**src/logic/tsg_pkg.sv**
```systemverilog
package tsg_pkg;
  // Clock and time figures
  localparam int CLK_NS      = 40;
  localparam int MS_NS       = 1_000_000;
  localparam int KHZ_HI_NS   = 100_000;
  localparam int EXT_TMO_NS  = 20_000;
  localparam int MS_CYC      = MS_NS / CLK_NS;
  localparam int KHZ_HI_CYC  = (KHZ_HI_NS + CLK_NS - 1) / CLK_NS;
  localparam int EXT_TMO_CYC = EXT_TMO_NS / CLK_NS;
  // Calendar limits
  localparam logic [9:0] MS_LAST   = 10'h3E7;
  localparam logic [5:0] SEC_LAST  = 6'h3B;
  localparam logic [5:0] MIN_LAST  = 6'h3B;
  localparam logic [4:0] HOUR_LAST = 5'h17;
  localparam logic [8:0] DAY_LAST  = 9'h16E;
  localparam logic [8:0] DAY_FIRST = 9'h001;
  localparam logic [15:0] MS_PER_MIN = 16'hEA5F;
  // Output shapes
  localparam logic [9:0] PPS_HI_MS = 10'h064;
  localparam logic [9:0] BLINK_MS  = 10'h1F4;
  localparam logic [5:0] MARK_MIN  = 6'h02;
  localparam logic [5:0] MARK_HOUR = 6'h04;
  localparam logic [5:0] MARK_DAY  = 6'h06;
  localparam logic [5:0] H60_PER   = 6'h32;
  localparam logic [5:0] H60_B1 = 6'h08, H60_B2 = 6'h10, H60_B3 = 6'h19;
  localparam logic [5:0] H60_B4 = 6'h21, H60_B5 = 6'h29;
  // Unlocked-time thresholds in minutes
  localparam logic [10:0] LOL_1MS   = 11'h008;
  localparam logic [10:0] LOL_5MS   = 11'h016;
  localparam logic [10:0] LOL_50MS  = 11'h05C;
  localparam logic [10:0] LOL_500MS = 11'h528;
  // Register offsets
  localparam logic [3:0] A_CTRL = 4'h0, A_DELAY = 4'h1, A_EXTSEL = 4'h2;
  localparam logic [3:0] A_SET  = 4'h3, A_TIME  = 4'h4, A_STATE  = 4'h5;
  localparam logic [3:0] A_STAT = 4'h6, A_MASK  = 4'h7;
  localparam logic [6:0] EXTSEL_RST = 7'h0A;
  localparam logic [6:0] EXTSEL_MAX = 7'h64;
  // Interrupt bit positions
  localparam int IRQ_SEC = 0, IRQ_MIN = 1, IRQ_LOST = 2, IRQ_COLON = 3, IRQ_DISP = 4;
  localparam int IRQ_W = 5;

  typedef struct packed {
    logic [8:0] day;
    logic [4:0] hour;
    logic [5:0] min;
    logic [5:0] sec;
  } tsg_time_t;

  typedef struct packed {
    logic data_opt;
    logic code2_fit;
    logic code2_am;
    logic code1_dc;
    logic fmt12;
  } tsg_ctrl_t;

  typedef enum logic [2:0] {
    SRC_INT  = 3'b001,
    SRC_EXT  = 3'b010,
    SRC_LOCK = 3'b100
  } tsg_src_t;
endpackage : tsg_pkg

```
**src/logic/tsg_top.sv**
```systemverilog
// Added by the designer: the register offsets and strobed register access.
`timescale 1ns/1ps
// Operation
// - Hours shown in 24-hour form unless the 12-hour select bit is set.
// - Delay is units switch 0-9 ms plus tens switch 0-90 ms.
// - The delay advances the one time counter that feeds every timing output but the kilohertz pulse.
// - One pulse per second high 100 ms from each second start.
// - Kilohertz output high 100 us after each millisecond.
// - Slow mark high two, four or six seconds at minute, hour, day.
// - Complement slow mark rests high and drops for those same lengths.
// - 60 Hz wave with half cycles 8, 8, 9 ms on millisecond edges.
// - External reference 100 kHz to 10 MHz divided down to milliseconds.
// - Without carrier lock run from external reference if present, else crystal.
// - Loss of lock drives drift flags even on external reference.
// - Four accuracy bits encode estimated error from unlocked duration.
// - First code output uses 1 kHz modulation unless set to DC.
// - Second code on modulation forces the first code to DC.
// - Second code replaces pulse per second on the shared connector when it and the data option are both fitted.
// - Colons flash after 92 unlocked minutes since last sync.
// - Whole display flashes after 22 unlocked hours since last sync.
module tsg_top
  import tsg_pkg::*;
#(
  parameter int P_MS_CYC = MS_CYC
) (
  input  wire logic        i_mclk,
  input  wire logic        i_rst_n,
  input  wire logic [3:0]  i_addr,
  input  wire logic [31:0] i_wdata,
  input  wire logic        i_wr,
  input  wire logic        i_rd,
  output logic      [31:0] o_rdata,
  input  wire logic        i_carrier_lock,
  input  wire logic        i_ext_ref,
  input  wire logic        i_code2_bit,
  output logic             o_pps,
  output logic             o_khz,
  output logic             o_slow_mark,
  output logic             o_slow_mark_n,
  output logic             o_hz60,
  output logic             o_conn_pps,
  output logic             o_code1_mod_sel,
  output logic             o_code2_mod_sel,
  output logic      [4:0]  o_disp_hour,
  output logic             o_colon_on,
  output logic             o_disp_on,
  output logic      [3:0]  o_accuracy,
  output logic             o_time_valid,
  output logic             o_irq
);

  // Map a 24-hour value to 12-hour form
  function automatic logic [4:0] hour12(input logic [4:0] h);
    if (h == 5'h00) hour12 = 5'h0C;
    else if (h > 5'h0C) hour12 = h - 5'h0C;
    else hour12 = h;
  endfunction : hour12

  // Sum of the two decade switches, each clamped to 9
  function automatic logic [9:0] delay_ms(input logic [7:0] d);
    logic [3:0] u;
    logic [3:0] t;
    u = (d[3:0] > 4'h9) ? 4'h9 : d[3:0];
    t = (d[7:4] > 4'h9) ? 4'h9 : d[7:4];
    delay_ms = 10'({t, 3'h0}) + 10'({t, 1'h0}) + 10'(u);
  endfunction : delay_ms

  // Quasi-square phase in a 50 ms group of three cycles
  function automatic logic hz60_level(input logic [5:0] p);
    hz60_level = (p < H60_B1) || (p >= H60_B2 && p < H60_B3) ||
                 (p >= H60_B4 && p < H60_B5);
  endfunction : hz60_level

  // Pin synchronisers; first stages are read only by second stages
  logic lock_m_reg, lock_s_reg, ext_m_reg, ext_s_reg, ext_d_reg;
  always_ff @(posedge i_mclk or negedge i_rst_n) begin
    if (!i_rst_n) begin
      lock_m_reg <= 1'b0;
      lock_s_reg <= 1'b0;
      ext_m_reg  <= 1'b1;                                // Pulled-up pin rests high
      ext_s_reg  <= 1'b1;                                // No false edge after reset
      ext_d_reg  <= 1'b1;
    end else begin
      lock_m_reg <= i_carrier_lock;
      lock_s_reg <= lock_m_reg;
      ext_m_reg  <= i_ext_ref;
      ext_s_reg  <= ext_m_reg;
      ext_d_reg  <= ext_s_reg;
    end
  end
  wire ext_edge = ext_s_reg && !ext_d_reg;

  // Software registers
  tsg_ctrl_t       ctrl_reg, ctrl_next;
  logic [7:0]      dly_reg, dly_next;
  logic [6:0]      sel_reg, sel_next;
  logic [IRQ_W-1:0] stat_reg, stat_next, mask_reg, mask_next, ev;
  logic [31:0]     rdata_next;
  wire set_wr = i_wr && (i_addr == A_SET);

  // Time base source, divider and reference presence
  tsg_src_t   src_reg, src_next;
  logic [14:0] int_cnt_reg, int_cnt_next;
  logic [13:0] ext_cnt_reg, ext_cnt_next;
  logic [9:0]  idle_reg, idle_next;
  logic        ms_tick;
  wire ext_present = (idle_reg < 10'(EXT_TMO_CYC));
  wire int_tick = (int_cnt_reg == 15'(P_MS_CYC - 1));
  wire [13:0] ext_div = 14'(((sel_reg == 7'h00) ? 7'h01 : sel_reg) * 100);
  wire ext_tick = ext_edge && (ext_cnt_reg >= ext_div - 14'h0001);

  always_comb begin
    src_next     = src_reg;
    int_cnt_next = int_tick ? 15'h0000 : int_cnt_reg + 15'h0001;
    ext_cnt_next = ext_cnt_reg;
    idle_next    = ext_edge ? 10'h000 : idle_reg;
    if (!ext_edge && ext_present) idle_next = idle_reg + 10'h001;
    if (ext_edge) ext_cnt_next = ext_tick ? 14'h0000 : ext_cnt_reg + 14'h0001;
    // Locked carrier disciplines the crystal path
    case (src_reg)
      SRC_LOCK, SRC_EXT, SRC_INT: begin
        if (lock_s_reg) src_next = SRC_LOCK;
        else if (ext_present) src_next = SRC_EXT;
        else src_next = SRC_INT;
      end
      default: src_next = SRC_INT;
    endcase
    ms_tick = (src_reg == SRC_EXT) ? ext_tick : int_tick;
  end

  always_ff @(posedge i_mclk or negedge i_rst_n) begin
    if (!i_rst_n) begin
      src_reg     <= SRC_INT;
      int_cnt_reg <= 15'h0000;
      ext_cnt_reg <= 14'h0000;
      idle_reg    <= 10'(EXT_TMO_CYC);
    end else begin
      src_reg     <= src_next;
      int_cnt_reg <= int_cnt_next;
      ext_cnt_reg <= ext_cnt_next;
      idle_reg    <= idle_next;
    end
  end

  // Compensated time of year; set loads the delay into the ms field
  tsg_time_t  t_reg, t_next;
  logic [9:0] ms_reg, ms_next;
  logic       valid_reg, valid_next;
  always_comb begin
    t_next     = t_reg;
    ms_next    = ms_reg;
    valid_next = valid_reg || set_wr;
    if (set_wr) begin
      t_next  = tsg_time_t'(i_wdata[25:0]);
      ms_next = delay_ms(dly_reg);
    end else if (ms_tick) begin
      ms_next = ms_reg + 10'h001;
      if (ms_reg >= MS_LAST) begin
        ms_next    = 10'h000;
        t_next.sec = t_reg.sec + 6'h01;
        if (t_reg.sec >= SEC_LAST) begin
          t_next.sec = 6'h00;
          t_next.min = t_reg.min + 6'h01;
          if (t_reg.min >= MIN_LAST) begin
            t_next.min  = 6'h00;
            t_next.hour = t_reg.hour + 5'h01;
            if (t_reg.hour >= HOUR_LAST) begin
              t_next.hour = 5'h00;
              t_next.day  = (t_reg.day >= DAY_LAST) ? DAY_FIRST : t_reg.day + 9'h001;
            end
          end
        end
      end
    end
  end

  always_ff @(posedge i_mclk or negedge i_rst_n) begin
    if (!i_rst_n) begin
      t_reg     <= '{day: DAY_FIRST, default: '0};
      ms_reg    <= 10'h000;
      valid_reg <= 1'b0;
    end else begin
      t_reg     <= t_next;
      ms_reg    <= ms_next;
      valid_reg <= valid_next;
    end
  end

  // Unlocked duration since last sync, counted on the active time base
  logic [15:0] lol_ms_reg, lol_ms_next;
  logic [10:0] lol_min_reg, lol_min_next;
  logic [3:0]  acc;
  always_comb begin
    lol_ms_next  = lol_ms_reg;
    lol_min_next = lol_min_reg;
    if (set_wr) begin
      lol_ms_next  = 16'h0000;
      lol_min_next = 11'h000;
    end else if (ms_tick && !lock_s_reg && valid_reg) begin
      lol_ms_next = lol_ms_reg + 16'h0001;
      if (lol_ms_reg >= MS_PER_MIN) begin
        lol_ms_next = 16'h0000;
        if (lol_min_reg < LOL_500MS) lol_min_next = lol_min_reg + 11'h001;
      end
    end
    acc[0] = lol_min_reg >= LOL_1MS;
    acc[1] = lol_min_reg >= LOL_5MS;
    acc[2] = lol_min_reg >= LOL_50MS;
    acc[3] = (lol_min_reg >= LOL_500MS) || !valid_reg;
  end

  always_ff @(posedge i_mclk or negedge i_rst_n) begin
    if (!i_rst_n) begin
      lol_ms_reg  <= 16'h0000;
      lol_min_reg <= 11'h000;
    end else begin
      lol_ms_reg  <= lol_ms_next;
      lol_min_reg <= lol_min_next;
    end
  end

  // Kilohertz high-time counter, reloaded on every millisecond
  logic [11:0] khz_reg, khz_next;
  always_comb begin
    khz_next = khz_reg;
    if (ms_tick) khz_next = 12'(KHZ_HI_CYC);
    else if (khz_reg != 12'h000) khz_next = khz_reg - 12'h001;
  end

  always_ff @(posedge i_mclk or negedge i_rst_n) begin
    if (!i_rst_n) khz_reg <= 12'h000;
    else khz_reg <= khz_next;
  end

  // Registered outputs; all edges from the one ms counter except both kHz edges, timed by khz_reg
  logic [5:0] mark_len;
  logic       mark, pps_n, acc2_d_reg, acc3_d_reg, lock_d_reg;
  always_comb begin
    mark_len = MARK_MIN;
    if (t_reg.min == 6'h00) mark_len = MARK_HOUR;
    if (t_reg.min == 6'h00 && t_reg.hour == 5'h00) mark_len = MARK_DAY;
    mark  = valid_reg && (t_reg.sec < mark_len);
    pps_n = ms_reg < PPS_HI_MS;
    ev = '0;
    ev[IRQ_SEC]   = ms_tick && (ms_reg >= MS_LAST);
    ev[IRQ_MIN]   = ev[IRQ_SEC] && (t_reg.sec >= SEC_LAST);
    ev[IRQ_LOST]  = lock_d_reg && !lock_s_reg;
    ev[IRQ_COLON] = acc[2] && !acc2_d_reg;
    ev[IRQ_DISP]  = acc[3] && !acc3_d_reg;
  end

  always_ff @(posedge i_mclk or negedge i_rst_n) begin
    if (!i_rst_n) begin
      o_pps           <= 1'b0;
      o_khz           <= 1'b0;
      o_slow_mark     <= 1'b0;
      o_slow_mark_n   <= 1'b1;
      o_hz60          <= 1'b0;
      o_conn_pps      <= 1'b0;
      o_code1_mod_sel <= 1'b1;
      o_code2_mod_sel <= 1'b0;
      o_disp_hour     <= 5'h00;
      o_colon_on      <= 1'b1;
      o_disp_on       <= 1'b0;
      o_accuracy      <= 4'h8;
      o_time_valid    <= 1'b0;
      acc2_d_reg      <= 1'b0;
      acc3_d_reg      <= 1'b1;
      lock_d_reg      <= 1'b0;
    end else begin
      o_pps           <= pps_n;
      o_khz           <= khz_reg != 12'h000;
      o_slow_mark     <= mark;
      o_slow_mark_n   <= !mark;
      o_hz60          <= hz60_level(6'(ms_reg % 10'(H60_PER)));
      // Second code takes the shared connector when data options fitted
      o_conn_pps      <= (ctrl_reg.code2_fit && ctrl_reg.data_opt) ? i_code2_bit
                                                                  : pps_n;
      o_code2_mod_sel <= ctrl_reg.code2_am;
      o_code1_mod_sel <= !ctrl_reg.code2_am && !ctrl_reg.code1_dc;
      o_disp_hour     <= ctrl_reg.fmt12 ? hour12(t_reg.hour) : t_reg.hour;
      o_colon_on      <= !(acc[2] && ms_reg >= BLINK_MS);
      o_disp_on       <= valid_reg && !(acc[3] && ms_reg >= BLINK_MS);
      o_accuracy      <= acc;
      o_time_valid    <= valid_reg;
      acc2_d_reg      <= acc[2];
      acc3_d_reg      <= acc[3];
      lock_d_reg      <= lock_s_reg;
    end
  end

  // Register writes, sticky status (set beats clear) and read mux
  always_comb begin
    ctrl_next = ctrl_reg;
    dly_next  = dly_reg;
    sel_next  = sel_reg;
    mask_next = mask_reg;
    stat_next = stat_reg;
    if (i_wr) begin
      case (i_addr)
        A_CTRL:   ctrl_next = tsg_ctrl_t'(i_wdata[4:0]);
        A_DELAY:  dly_next  = i_wdata[7:0];
        A_EXTSEL: sel_next  = (i_wdata[6:0] > EXTSEL_MAX) ? EXTSEL_MAX : i_wdata[6:0];
        A_MASK:   mask_next = i_wdata[IRQ_W-1:0];
        A_STAT:   stat_next = stat_reg & ~i_wdata[IRQ_W-1:0];
        default:  ;
      endcase
    end
    stat_next  = stat_next | ev;
    rdata_next = 32'h0000_0000;
    if (i_rd) begin
      case (i_addr)
        A_CTRL:   rdata_next = {27'h000_0000, ctrl_reg};
        A_DELAY:  rdata_next = {24'h00_0000, dly_reg};
        A_EXTSEL: rdata_next = {25'h000_0000, sel_reg};
        A_TIME:   rdata_next = {6'h00, t_reg};
        A_STATE:  rdata_next = {12'h000, src_reg, ext_present, lock_s_reg, valid_reg,
                                acc, ms_reg};
        A_STAT:   rdata_next = {27'h000_0000, stat_reg};
        A_MASK:   rdata_next = {27'h000_0000, mask_reg};
        default:  rdata_next = 32'h0000_0000;
      endcase
    end
  end

  always_ff @(posedge i_mclk or negedge i_rst_n) begin
    if (!i_rst_n) begin
      ctrl_reg <= '0;
      dly_reg  <= 8'h00;
      sel_reg  <= EXTSEL_RST;
      mask_reg <= '0;
      stat_reg <= '0;
      o_rdata  <= 32'h0000_0000;
    end else begin
      ctrl_reg <= ctrl_next;
      dly_reg  <= dly_next;
      sel_reg  <= sel_next;
      mask_reg <= mask_next;
      stat_reg <= stat_next;
      o_rdata  <= rdata_next;
    end
  end

  assign o_irq = |(stat_reg & mask_reg);

  a_pps_rise: assert property (@(posedge i_mclk) disable iff (!i_rst_n)
    $rose(o_pps) |-> ($past(ms_reg) == 10'h000 || $past(set_wr, 2)))
    else $error("pps rose away from second start");
  a_khz_load: assert property (@(posedge i_mclk) disable iff (!i_rst_n)
    ms_tick |=> (khz_reg == 12'(KHZ_HI_CYC)) ##1 o_khz)
    else $error("kHz pulse not started on ms");
  a_h60_edge: assert property (@(posedge i_mclk) disable iff (!i_rst_n)
    $changed(o_hz60) |-> ($past(ms_tick, 2) || $past(set_wr, 2) || !$past(i_rst_n, 2)))
    else $error("60 Hz edge off a ms boundary");
  a_mark_short: assert property (@(posedge i_mclk) disable iff (!i_rst_n)
    (o_slow_mark && $past(t_reg.min) != 6'h00) |-> $past(t_reg.sec) < MARK_MIN)
    else $error("minute mark too long");
  a_mark_pair: assert property (@(posedge i_mclk) disable iff (!i_rst_n)
    o_slow_mark_n != o_slow_mark)
    else $error("slow mark complement wrong");
  a_src_ext: assert property (@(posedge i_mclk) disable iff (!i_rst_n)
    (!lock_s_reg && ext_present) |=> src_reg == SRC_EXT)
    else $error("external reference not selected");
  a_delay_load: assert property (@(posedge i_mclk) disable iff (!i_rst_n)
    set_wr |=> ms_reg == delay_ms($past(dly_reg)))
    else $error("delay not applied at set");
  a_colon_flag: assert property (@(posedge i_mclk) disable iff (!i_rst_n)
    (lol_min_reg >= LOL_50MS) |=> o_accuracy[2])
    else $error("colon flash flag missing");
  a_disp_flag: assert property (@(posedge i_mclk) disable iff (!i_rst_n)
    (lol_min_reg < LOL_500MS && valid_reg) |=> !o_accuracy[3])
    else $error("display flash flag early");
  a_hour_map: assert property (@(posedge i_mclk) disable iff (!i_rst_n)
    ($past(ctrl_reg.fmt12) && $past(ctrl_reg.fmt12, 2)) |->
      (o_disp_hour >= 5'h01 && o_disp_hour <= 5'h0C))
    else $error("12-hour value out of range");
  a_mod_share: assert property (@(posedge i_mclk) disable iff (!i_rst_n)
    !(o_code1_mod_sel && o_code2_mod_sel))
    else $error("both codes on the modulator");

endmodule : tsg_top

```
**config.mk**
```make
export PLATFORM = sky130hd
export DESIGN_NAME = tsg_top
export DESIGN_NICKNAME = d
export VERILOG_FILES = /design/src/logic/tsg_pkg.sv /design/src/logic/tsg_top.sv
export SDC_FILE = /design/constraint.sdc
export NUM_CORES = 1
export LEC_CHECK = 0
export BUFFER_PORTS_ARGS = -buffer_cell sky130_fd_sc_hd__buf_2
export CELL_PAD_IN_SITES_DETAIL_PLACEMENT = 1
export CELL_PAD_IN_SITES_GLOBAL_PLACEMENT = 1
export CORE_UTILIZATION = 35
export CTS_CLUSTER_SIZE = 10
export DETAILED_ROUTE_END_ITERATION = 7
export HOLD_SLACK_MARGIN = 0.02
export PLACE_DENSITY_LB_ADDON = 0.2
export RECOVER_POWER = 50
export SLEW_MARGIN = 20
export SYNTH_ARGS = -nofsm -noshare
export SYNTH_HDL_FRONTEND = slang
export SYNTH_SLANG_ARGS = --single-unit
```
**constraint.sdc**
```tcl
create_clock -name i_mclk -period 7.3 [get_ports i_mclk]
set_input_delay 0.73 -clock i_mclk [delete_from_list [all_inputs] [get_ports i_mclk]]
set_output_delay 0.73 -clock i_mclk [all_outputs]
set_load 0.005 [all_outputs]
```
==> results of run 1 <==
## cells in the mapped netlist, types with 5 or more instances
| master | number |
|---|---|
| a21o_1 | 13 |
| nand3_1 | 48 |
| mux2_2 | 24 |
| mux2i_1 | 12 |
| nor3_1 | 26 |
| buf_4 | 9 |
| xor2_1 | 39 |
| o21ai_0 | 105 |
| a31oi_1 | 9 |
| dfrtp_1 | 183 |
| xnor2_1 | 31 |
| clkbuf_1 | 39 |
| and2_1 | 6 |
| a221oi_1 | 6 |
| nand2_1 | 117 |
| dfstp_2 | 17 |
| a211oi_1 | 5 |
| o221ai_1 | 5 |
| or3_1 | 7 |
| nor2_1 | 138 |
| o21a_1 | 5 |
| nor3b_1 | 11 |
| nor4_1 | 11 |
| ha_1 | 67 |
| a22o_1 | 13 |
| and3_1 | 39 |
| inv_1 | 48 |
| a22oi_1 | 17 |
| a21oi_1 | 50 |
| o31ai_1 | 6 |
| buf_2 | 8 |
| o211ai_1 | 8 |
| nor2b_1 | 19 |
| o2111ai_1 | 8 |
| o21bai_1 | 7 |
| nand2b_1 | 15 |
| nand4_1 | 8 |
| or2_2 | 6 |
## path summary, 6_finish.rpt
check	start	to	slack [ns]	depth (start not counted)
hold reg to reg	lock_m_reg	lock_s_reg	0.36	0
min in group asynchronous	i_rst_n	o_disp_hour[4]	2.06	1
setup / recovery	sel_reg[3]	t_reg[20]	0.57	27
setup reg to reg	sel_reg[3]	t_reg[20]	0.57	27
max in group asynchronous	i_rst_n	dly_reg[2]	1.79	2
hold / removal	lock_m_reg	lock_s_reg	0.36	0
## cells by family (layout without fill, tap and decap cells)
kind of cell               after synthesis  count (layout)
adders and majority gates               71              71
muxes                                   39              39
xor gates and xnor gates                70              70
DFF                                    200             200
AOI/OAI and AO/OA                      315             315
and+or+nand+nor                        476             476
other                                    1               6
buffers and inverters                  108             177
## routing by layer
| metal | GRT usage (%) | up-vias |
|---|---|---|
| li1 | - | 4699 |
| met1 | 26.50 | 4947 |
| met2 | 31.92 | 105 |
| met3 | 3.246 | 20 |
| met4 | 4.823 | 0 |
| met5 | 0 | - |
## worst max-delay path: stages, from the launching register on
cell and delay, ns:
dfstp_2 0.59, inv_1 0.08, ha_1 0.18, nand2_1 0.05
nor4_1 0.04, buf_4 0.16, nand2b_1 0.22, ha_1 0.31
ha_1 0.27, ha_1 0.30, inv_1 0.06, fa_1 0.58
nor2b_1 0.22, nand2_1 0.07, nor3_1 0.27, nand2_1 0.15
nor3_1 0.24, xor2_1 0.19, xnor2_1 0.10, ha_1 0.31
and4_1 0.24, nand2_1 0.06, a21oi_1 0.14, a41o_1 0.41
o211a_1 0.45, nand4_1 0.33, or3b_2 0.54, nand3_1 0.09
## area by class of cell
| class | count | share of cell area [%] |
|---|---|---|
| flip-flops and latches | 200 | 37.71 |
| clock inverters | 10 | 0.7228 |
| repair buffers | 97 | 3.698 |
| well taps | 448 | 4.205 |
| clock buffers | 22 | 3.408 |
| multi-input cells | 977 | 48.91 |
| inverters | 48 | 1.352 |
## what timing repair did
item / 4_1_cts / 5_1_grt
endpoints found under the setup margin: 0 / 20
hold buffers: 0 / 0
gates resized for setup: 0 / 3
## report_power, final
group          internal (mW)  switching, mW
clock network          0.481          0.431
logic                  0.629          0.795
registers               1.29          0.256
## per-stage QoR
step | setup WS (ns) | instance area [sq um] | instances | hold WS [ns]
final | 0.5713 | 13330 | 1802 | 0.3555
after global placement | 0.4008 | 12800 | 1770 | 0.3377
after CTS | 0.2520 | 13350 | 1802 | 0.3533
after detailed placement | 0.2902 | 12800 | 1770 | 0.3426
after floorplan | 1.079 | 11980 | 1285 | 0.3312
after global routing | 0.01026 | 13330 | 1802 | 0.3548
==> summary.txt, run 1 <==
Synthesis
  • Synth Warn #: 0
  • Synth Flop Type: dfrtp_1
  • Register bit total from synthesis: 200
  • Synthesized-area fraction occupied by adder cells: 7.679%
  • Main combinational cell family by area after synthesis: simple AND/OR/NAND/NOR gates
  • Synth Area in Simple Gates: 19.45%
  • Largest cells by area after synthesis: dfrtp_1, ha_1, o21ai_0
  • Post-synth top area cell: dfrtp_1
  • Mapped Area: 11,960 sq um
  • Post-Synth XOR/XNOR Area: 5.126%
  • Unique cell type count in the Yosys netlist: 94
  • Share of flip-flops with an asynchronous set or reset: 100.0%
  • Compound-Gate Fraction of Synth Area: 17.98%
  • Gate Count Post-Synth: 1,280
  • Syn_area_per_cell: 9.344 sq um
  • Mux contribution to synthesized area: 3.829%
  • Post-synth top area share: 38.29%
  • Post-synthesis sequential area ratio: 42.02%
  • EDFF count, synth: 0

Clock network
  • Worst skew pair latency: 0.45 ns
  • CTS H-tree depth: 4
  • Clk buf depth: 2
  • Clk pin slew, worst setup/hold paths: 0.07 ns
  • Clock sink count: 200
  • CTS Root Cell: clkbuf_16
  • Post-CTS setup repair buffer count: 0
  • CTS tree: done
  • Total CTS buffers: 17

Setup path
  • Crit start category: flip-flop
  • CP Class: flip-flop to flip-flop
  • CP Data Required Time: 7.68 ns
  • WP data arrival: 7.11 ns
  • Worst-path maximum fanout: 11
  • Critical Path End Type: flip-flop

Finish
  • Fin util: 39.65%
  • Multi-input logic area: 6519 sq um
  • Sequential Area: 5026 sq um
  • Area delta synth->final: 11.44%
  • Ant diodes: 0
  • Share of cells above drive strength 1: 13.37%
  • # nets final: 1,455
  • Commonest cells after routing, fill and taps aside: dfrtp_1, nor2_1, nand2_1
  • Commonest non-fill, non-tap cell in the layout: dfrtp_1
  • Fill count: 3,898

GRT
  • Total track usage: 19.40%
  • First-pass GRT wire length: 54,640 um
  • Global route total overflow: 0
  • Initial antenna violation count: 0
  • Pin count of the biggest net entering global routing: 90
  • Number of global-route vias before repair: 10,146

Pwr
  • Total power: 3.881 mW
  • PD cells: 291.1 nW/um^2
  • Peak VDD IR: 0.1709 mV
  • Pleak: 5.981 nW

STA
  • Skew final: 0.01975 ns
  • Final count of hold timing violations: 0
  • Setup violations, final: 0
  • Setup_tns: 0 ns
  • Slew HR: -227.5%
  • RSZ-0062 raised after global routing: false
  • Final Max Tran Viols: 153
  • Min Tclk post-route: 6.729 ns
  • Fin crit share: 92.17%
  • Peak Freq: 148.6 MHz
  • Worst slew pin tran: 4.913 ns

Die
  • Die area: 34,910 sq um
  • Initial cell density of the core: 35.58%
  • Ports: 96
  • Rows: 67
  • CORE AREA: 33,620 sq um
  • Die Y: 186.9 um
  • Die Span X: 186.9 um

Detailed routing
  • Routed WL: 32,650 um
  • DR WL met3: 856 um
  • Wirelength per Cell: 18.12 um
  • M1 WL: 15,890 um
  • Via count: 9,771
  • DR pass1 iterations: 5
  • Met2 WL: 15,520 um
  • Max layer used: met4
  • Antenna Violating Nets Remaining: 0
  • Remaining DRCs: 0
  • Vias per cell: 5.422
  • DR iter-0 viols: 544

Status
  • Failing checks: max-capacitance violations, max-slew violations
  • Outcome: finished, violations left

Hold path
  • Class of the worst hold path: flip-flop to flip-flop

Placed design
  • Final GP Congestion: 0.8146
  • Port Buf Inserts: 83
  • Final HPWL DP: 23,740 um

Run
  • Number of max-cap violations: 2
Note: power is estimated with default switching activity, not from simulation.
==> run 2: changes to the inputs <==
--- a/config.mk
+++ b/config.mk
@@ -13,7 +13,6 @@
 export DETAILED_ROUTE_END_ITERATION = 7
 export HOLD_SLACK_MARGIN = 0.02
 export PLACE_DENSITY_LB_ADDON = 0.2
-export RECOVER_POWER = 50
 export SLEW_MARGIN = 20
 export SYNTH_ARGS = -nofsm -noshare
 export SYNTH_HDL_FRONTEND = slang
==> summary.txt, run 2 (same netlist as run 1, synthesis figures left out) <==
Clock network
  • Post-CTS Hold Fix Bufs: 0
  • Clock sink count: 200
  • CTS Root Cell: clkbuf_16
  • Worst skew pair latency: 0.45 ns
  • Clk pin slew, worst setup/hold paths: 0.07 ns
  • CTS tree: done
  • Post-CTS setup repair buffer count: 0
  • Clk buf depth: 2
  • Total CTS buffers: 17
  • CTS H-tree depth: 4

STA
  • Min Tclk post-route: 6.721 ns
  • Slew HR: 37.78%
  • Final count of hold timing violations: 0
  • Worst slew pin tran: 0.9328 ns
  • Final Max Tran Viols: 0
  • RSZ-0062 raised after global routing: false
  • Peak Freq: 148.8 MHz
  • Fin crit share: 92.07%
  • Setup_tns: 0 ns
  • Setup violations, final: 0
  • Skew final: 0.02084 ns

Setup path
  • Critical Path Stages: 27
  • Crit path to: t_reg[20]
  • Critical Path Slowest Stage Cell: dfstp_2
  • R2r startpoint: sel_reg[3]
  • Worst Path Buf+Inv: 3
  • Worst setup path startpoint: sel_reg[3]
  • Slowest cell delay on critical path: 0.59 ns
  • Crit start category: flip-flop
  • Critical Path End Type: flip-flop
  • Worst R2R End: t_reg[20]
  • Reg2Reg Depth: 27
  • CP Class: flip-flop to flip-flop
  • CP Data Required Time: 7.68 ns
  • Worst-path maximum fanout: 11
  • Reg-to-reg slack, setup: 0.58 ns
  • Cell mode on critical path: ha_1
  • WP data arrival: 7.11 ns
  • Family with the most delay on the worst path: simple AND/OR/NAND/NOR gates

Detailed routing
  • Remaining DRCs: 0
  • Vias per cell: 5.437
  • Routed WL: 32,630 um
  • Wirelength per Cell: 18.11 um
  • DR iter-0 viols: 525
  • Via count: 9,798
  • DR pass1 iterations: 5
  • Antenna Violating Nets Remaining: 0

Finish
  • Commonest cells after routing, fill and taps aside: dfrtp_1, nor2_1, nand2_1
  • Share of cells above drive strength 1: 14.84%
  • # nets final: 1,455
  • Ant diodes: 0
  • Fin area: 13,370 sq um
  • Commonest non-fill, non-tap cell in the layout: dfrtp_1
  • Area delta synth->final: 11.75%

Placed design
  • Final GP Congestion: 0.8146
  • Dpl cell area: 12,800 sq um
  • Port Buf Inserts: 83
  • Final HPWL DP: 23,740 um

GRT
  • Number of global-route vias before repair: 10,146
  • Pin count of the biggest net entering global routing: 90
  • Global route total overflow: 0
  • First-pass GRT wire length: 54,640 um
  • Initial antenna violation count: 0
  • Total track usage: 19.40%

Pwr
  • Pleak: 6.053 nW
  • Peak VDD IR: 0.1710 mV
  • PD cells: 290.7 nW/um^2

Die
  • Initial cell density of the core: 35.58%
  • Ports: 96
  • Die area: 34,910 sq um
  • Die Span X: 186.9 um
  • Die Y: 186.9 um
  • Rows: 67
  • CORE AREA: 33,620 sq um

Status
  • Outcome: complete, no violations

Run
  • Number of max-cap violations: 0

Hold path
  • Class of the worst hold path: primary input to asynchronous set/reset pin
## run 2: changes by cell type in the layout (fill, tap and decap cells not counted), sizes merged
| cell | change |
|---|---|
| buf | +19 |
| clkbuf | -19 |
## run 2: per-layer routing
layer  global-route usage (%)  routed length, um
met3                    3.246               1050
met1                    26.50              15710
met5                        0                  0
met4                    4.823                393
met2                    31.92              15480
## run 2: where the power goes
group,internal (mW),switching [mW]
registers,1.29,0.256
clock network,0.481,0.432
logic,0.632,0.795
total,2.40,1.48
## run 2: worst reg2reg max path, delay by kind of cell (launching register included)
kind / cells / cell delay (ns)
AOI/OAI and AO/OA: 3 / 1.01
xor gates and xnor gates: 2 / 0.29
adders and majority gates: 6 / 1.95
buffers and inverters: 3 / 0.31
DFF: 1 / 0.59
and+or+nand+nor: 13 / 2.52
## run 2: metrics by stage
step | worst slack, ns | cells | power (mW) | hold WS, ns | utilization, %
global placement | 0.4008 | 1770 | 2.949 | 0.3377 | 38.07
floorplan | 1.079 | 1285 | 2.593 | 0.3312 | -
finish | 0.5790 | 1802 | 3.885 | 0.3330 | 39.76
CTS | 0.2520 | 1802 | 3.939 | 0.3533 | 39.71
detailed placement | 0.2902 | 1770 | 3.005 | 0.3426 | 38.07
global route | 0.01030 | 1802 | 4.196 | 0.3548 | 39.76
## run 2: worst min-delay path by stage
stage | from | endpoint | slack (ns) | cells past startpoint
final | i_rst_n | o_disp_hour[4] | 0.33 | 1
after CTS | i_ext_ref | ext_m_reg | 0.35 | 1
after global routing | i_ext_ref | ext_m_reg | 0.35 | 1
after global placement | lock_m_reg | lock_s_reg | 0.34 | 0
after detailed placement | lock_m_reg | lock_s_reg | 0.34 | 0
after floorplan | lock_m_reg | lock_s_reg | 0.33 | 0
## run 2: final cells by class
| cell class | count | area (sq um) |
|---|---|---|
| Clock buffer | 22 | 454.2 |
| Clock inverter | 10 | 96.34 |
| Fill cell | 3892 | 20250 |
| Inverter | 48 | 180.2 |
| Multi-Input combinational cell | 977 | 6519 |
| Sequential cell | 200 | 5026 |
| Tap cell | 448 | 560.5 |
| Timing Repair Buffer | 97 | 529.3 |
## run 2: timing repair
action,in CTS,in global routing
hold endpoints to repair,0,0
setup endpoints to repair,0,20
resized for setup,0,3
==> run 3: changes to the inputs <==
--- a/config.mk
+++ b/config.mk
@@ -13,6 +13,7 @@
 export DETAILED_ROUTE_END_ITERATION = 7
 export HOLD_SLACK_MARGIN = 0.02
 export PLACE_DENSITY_LB_ADDON = 0.2
+export REMOVE_ABC_BUFFERS = 1
 export SLEW_MARGIN = 20
 export SYNTH_ARGS = -nofsm -noshare
 export SYNTH_HDL_FRONTEND = slang
==> summary.txt, run 3 (same netlist as run 1, synthesis figures left out) <==
GRT
  • Global route total overflow: 0
  • M1 GR Usage: 27.66%
  • Total track usage: 19.40%
  • Met2 usage in global routing: 30.68%
  • First-pass GRT wire length: 54,120 um
  • Number of global-route vias before repair: 9,929
  • Pin count of the biggest net entering global routing: 75
  • Met3 GRT Util: 3.208%
  • Initial antenna violation count: 0
  • Grt peak-use layer: met2

STA
  • Worst slew pin tran: 1.057 ns
  • Final Max Tran Viols: 0
  • Setup violations, final: 0
  • Fin crit share: 90.00%
  • Setup slack after layout: 0.7297 ns
  • Slew HR: 29.50%
  • Min Tclk post-route: 6.570 ns
  • Setup_tns: 0 ns
  • Final count of hold timing violations: 0
  • Peak Freq: 152.2 MHz
  • RSZ-0062 raised after global routing: false
  • Skew final: 0.01406 ns

Placed design
  • Final HPWL DP: 23,530 um
  • Final GP Congestion: 0.7944
  • DP Cell Count: 1,770
  • Pre-CTS WS: 0.2503 ns
  • Port Buf Inserts: 83

Clock network
  • Clk buf depth: 2
  • Clock sink count: 200
  • CTS tree: done
  • Post-CTS setup repair buffer count: 0
  • Clk pin slew, worst setup/hold paths: 0.08 ns
  • CTS Root Cell: clkbuf_16
  • Total CTS buffers: 17
  • CTS H-tree depth: 4
  • Worst skew pair latency: 0.46 ns

Pwr
  • PD cells: 295.0 nW/um^2
  • Total power: 3.952 mW
  • Pleak: 6.056 nW
  • Peak VDD IR: 0.1857 mV

Detailed routing
  • Remaining DRCs: 0
  • DR iter-0 viols: 737
  • Antenna Violating Nets Remaining: 0
  • Routed WL: 32,940 um
  • DR pass1 iterations: 5
  • Wirelength per Cell: 18.28 um
  • Via count: 9,772
  • Vias per cell: 5.423

Setup path
  • Crit start category: flip-flop
  • Worst R2R End: t_reg[20]
  • Worst setup path startpoint: sel_reg[4]
  • Crit path to: t_reg[20]
  • Worst-path maximum fanout: 11
  • WP data arrival: 6.96 ns
  • CP Data Required Time: 7.69 ns
  • Reg-to-reg slack, setup: 0.73 ns
  • Reg2Reg Depth: 26
  • Critical Path End Type: flip-flop
  • R2r startpoint: sel_reg[4]
  • CP Class: flip-flop to flip-flop

Finish
  • Share of cells above drive strength 1: 15.14%
  • Ant diodes: 0
  • Commonest cells after routing, fill and taps aside: dfrtp_1, nor2_1, nand2_1
  • Final Non-Filler Cells: 1,802
  • # nets final: 1,455
  • Commonest non-fill, non-tap cell in the layout: dfrtp_1
  • Fin util: 39.85%
  • Area delta synth->final: 12.00%
  • Fill count: 3,911

Die
  • Die area: 34,910 sq um
  • Die Span X: 186.9 um
  • Die Y: 186.9 um
  • Rows: 67
  • CORE AREA: 33,620 sq um
  • Initial cell density of the core: 35.58%
  • Ports: 96

Run
  • Number of max-cap violations: 0

Status
  • Outcome: complete, no violations

Hold path
  • Class of the worst hold path: primary input to asynchronous set/reset pin
==> run 3: changes by cell type in the layout (fill, tap and decap cells not counted) <==
cell        before  now
nor4_4           1    0
clkinvlp_4       4    1
nor4_2           0    1
bufinv_16        1    2
clkbuf_1         4    2
a41o_1           1    0
o211a_1          1    0
inv_6            1    4
a41o_2           0    1
inv_8            0    1
o211a_2          0    1
==> run 3: final cells by class <==
type | instances | area, sq um | area share, %
tap | 448 | 560.5 | 4.185
inverter | 48 | 180.2 | 1.345
clock buffer | 20 | 446.7 | 3.335
multi-input combinational | 977 | 6511 | 48.61
timing repair buffer | 97 | 529.3 | 3.951
clock inverter | 12 | 141.4 | 1.055
sequential | 200 | 5026 | 37.52
==> run 3: worst max-delay path, stage by stage, from the launching register on <==
cell      delay [ns]
dfrtp_1         0.45
inv_1           0.13
ha_1            0.16
nand2_1         0.05
nor4_1          0.28
nand2b_1        0.25
ha_1            0.26
ha_1            0.28
ha_1            0.30
inv_1           0.06
fa_1            0.57
nor2b_1         0.23
nand2_1         0.08
nor3_1          0.26
nand2_1         0.16
nor3_1          0.24
xor2_1          0.21
xnor2_1         0.10
ha_1            0.34
and4_1          0.24
nand2_1         0.06
a21oi_1         0.14
a41o_2          0.28
o211a_2         0.39
nand4_1         0.34
or3b_2          0.56
nand3_1         0.09
==> run 3: metal layers <==
metal	up-vias	routed length (um)
li1	4705	-
met2	145	15330
met5	-	0
met3	29	1013
met1	4893	16240
met4	0	361
==> run 3: worst min path at each step <==
stage               startpoint       endpoint  slack, ns  cells after the start
global route           i_rst_n  lol_ms_reg[2]       0.31                      1
detailed placement  lock_m_reg     lock_s_reg       0.34                      0
CTS                    i_rst_n    idle_reg[0]       0.28                      1
global placement    lock_m_reg     lock_s_reg       0.34                      0
finish                 i_rst_n  lol_ms_reg[2]       0.26                      1
floorplan           lock_m_reg     lock_s_reg       0.33                      0
==> run 3: repair_timing <==
| action | CTS | global route |
|---|---|---|
| endpoints found under the setup margin | 0 | 34 |
| resized for setup | 0 | 5 |
| hold buffers | 0 | 0 |
==> run 3: metrics by stage <==
| step | hold WS (ns) | area, sq um |
|---|---|---|
| finish | 0.2632 | 13400 |
| global route | 0.3063 | 13400 |
| CTS | 0.2796 | 13390 |
| detailed placement | 0.3433 | 12800 |
| global placement | 0.3352 | 12800 |
| floorplan | 0.3312 | 11700 |
==> run 3: report_power, final <==
part / internal [mW] / leakage, nW / switching (mW)
registers: 1.29 / 2.52 / 0.249
logic: 0.635 / 3.25 / 0.799
clock network: 0.521 / 0.288 / 0.458
total: 2.44 / 6.06 / 1.51
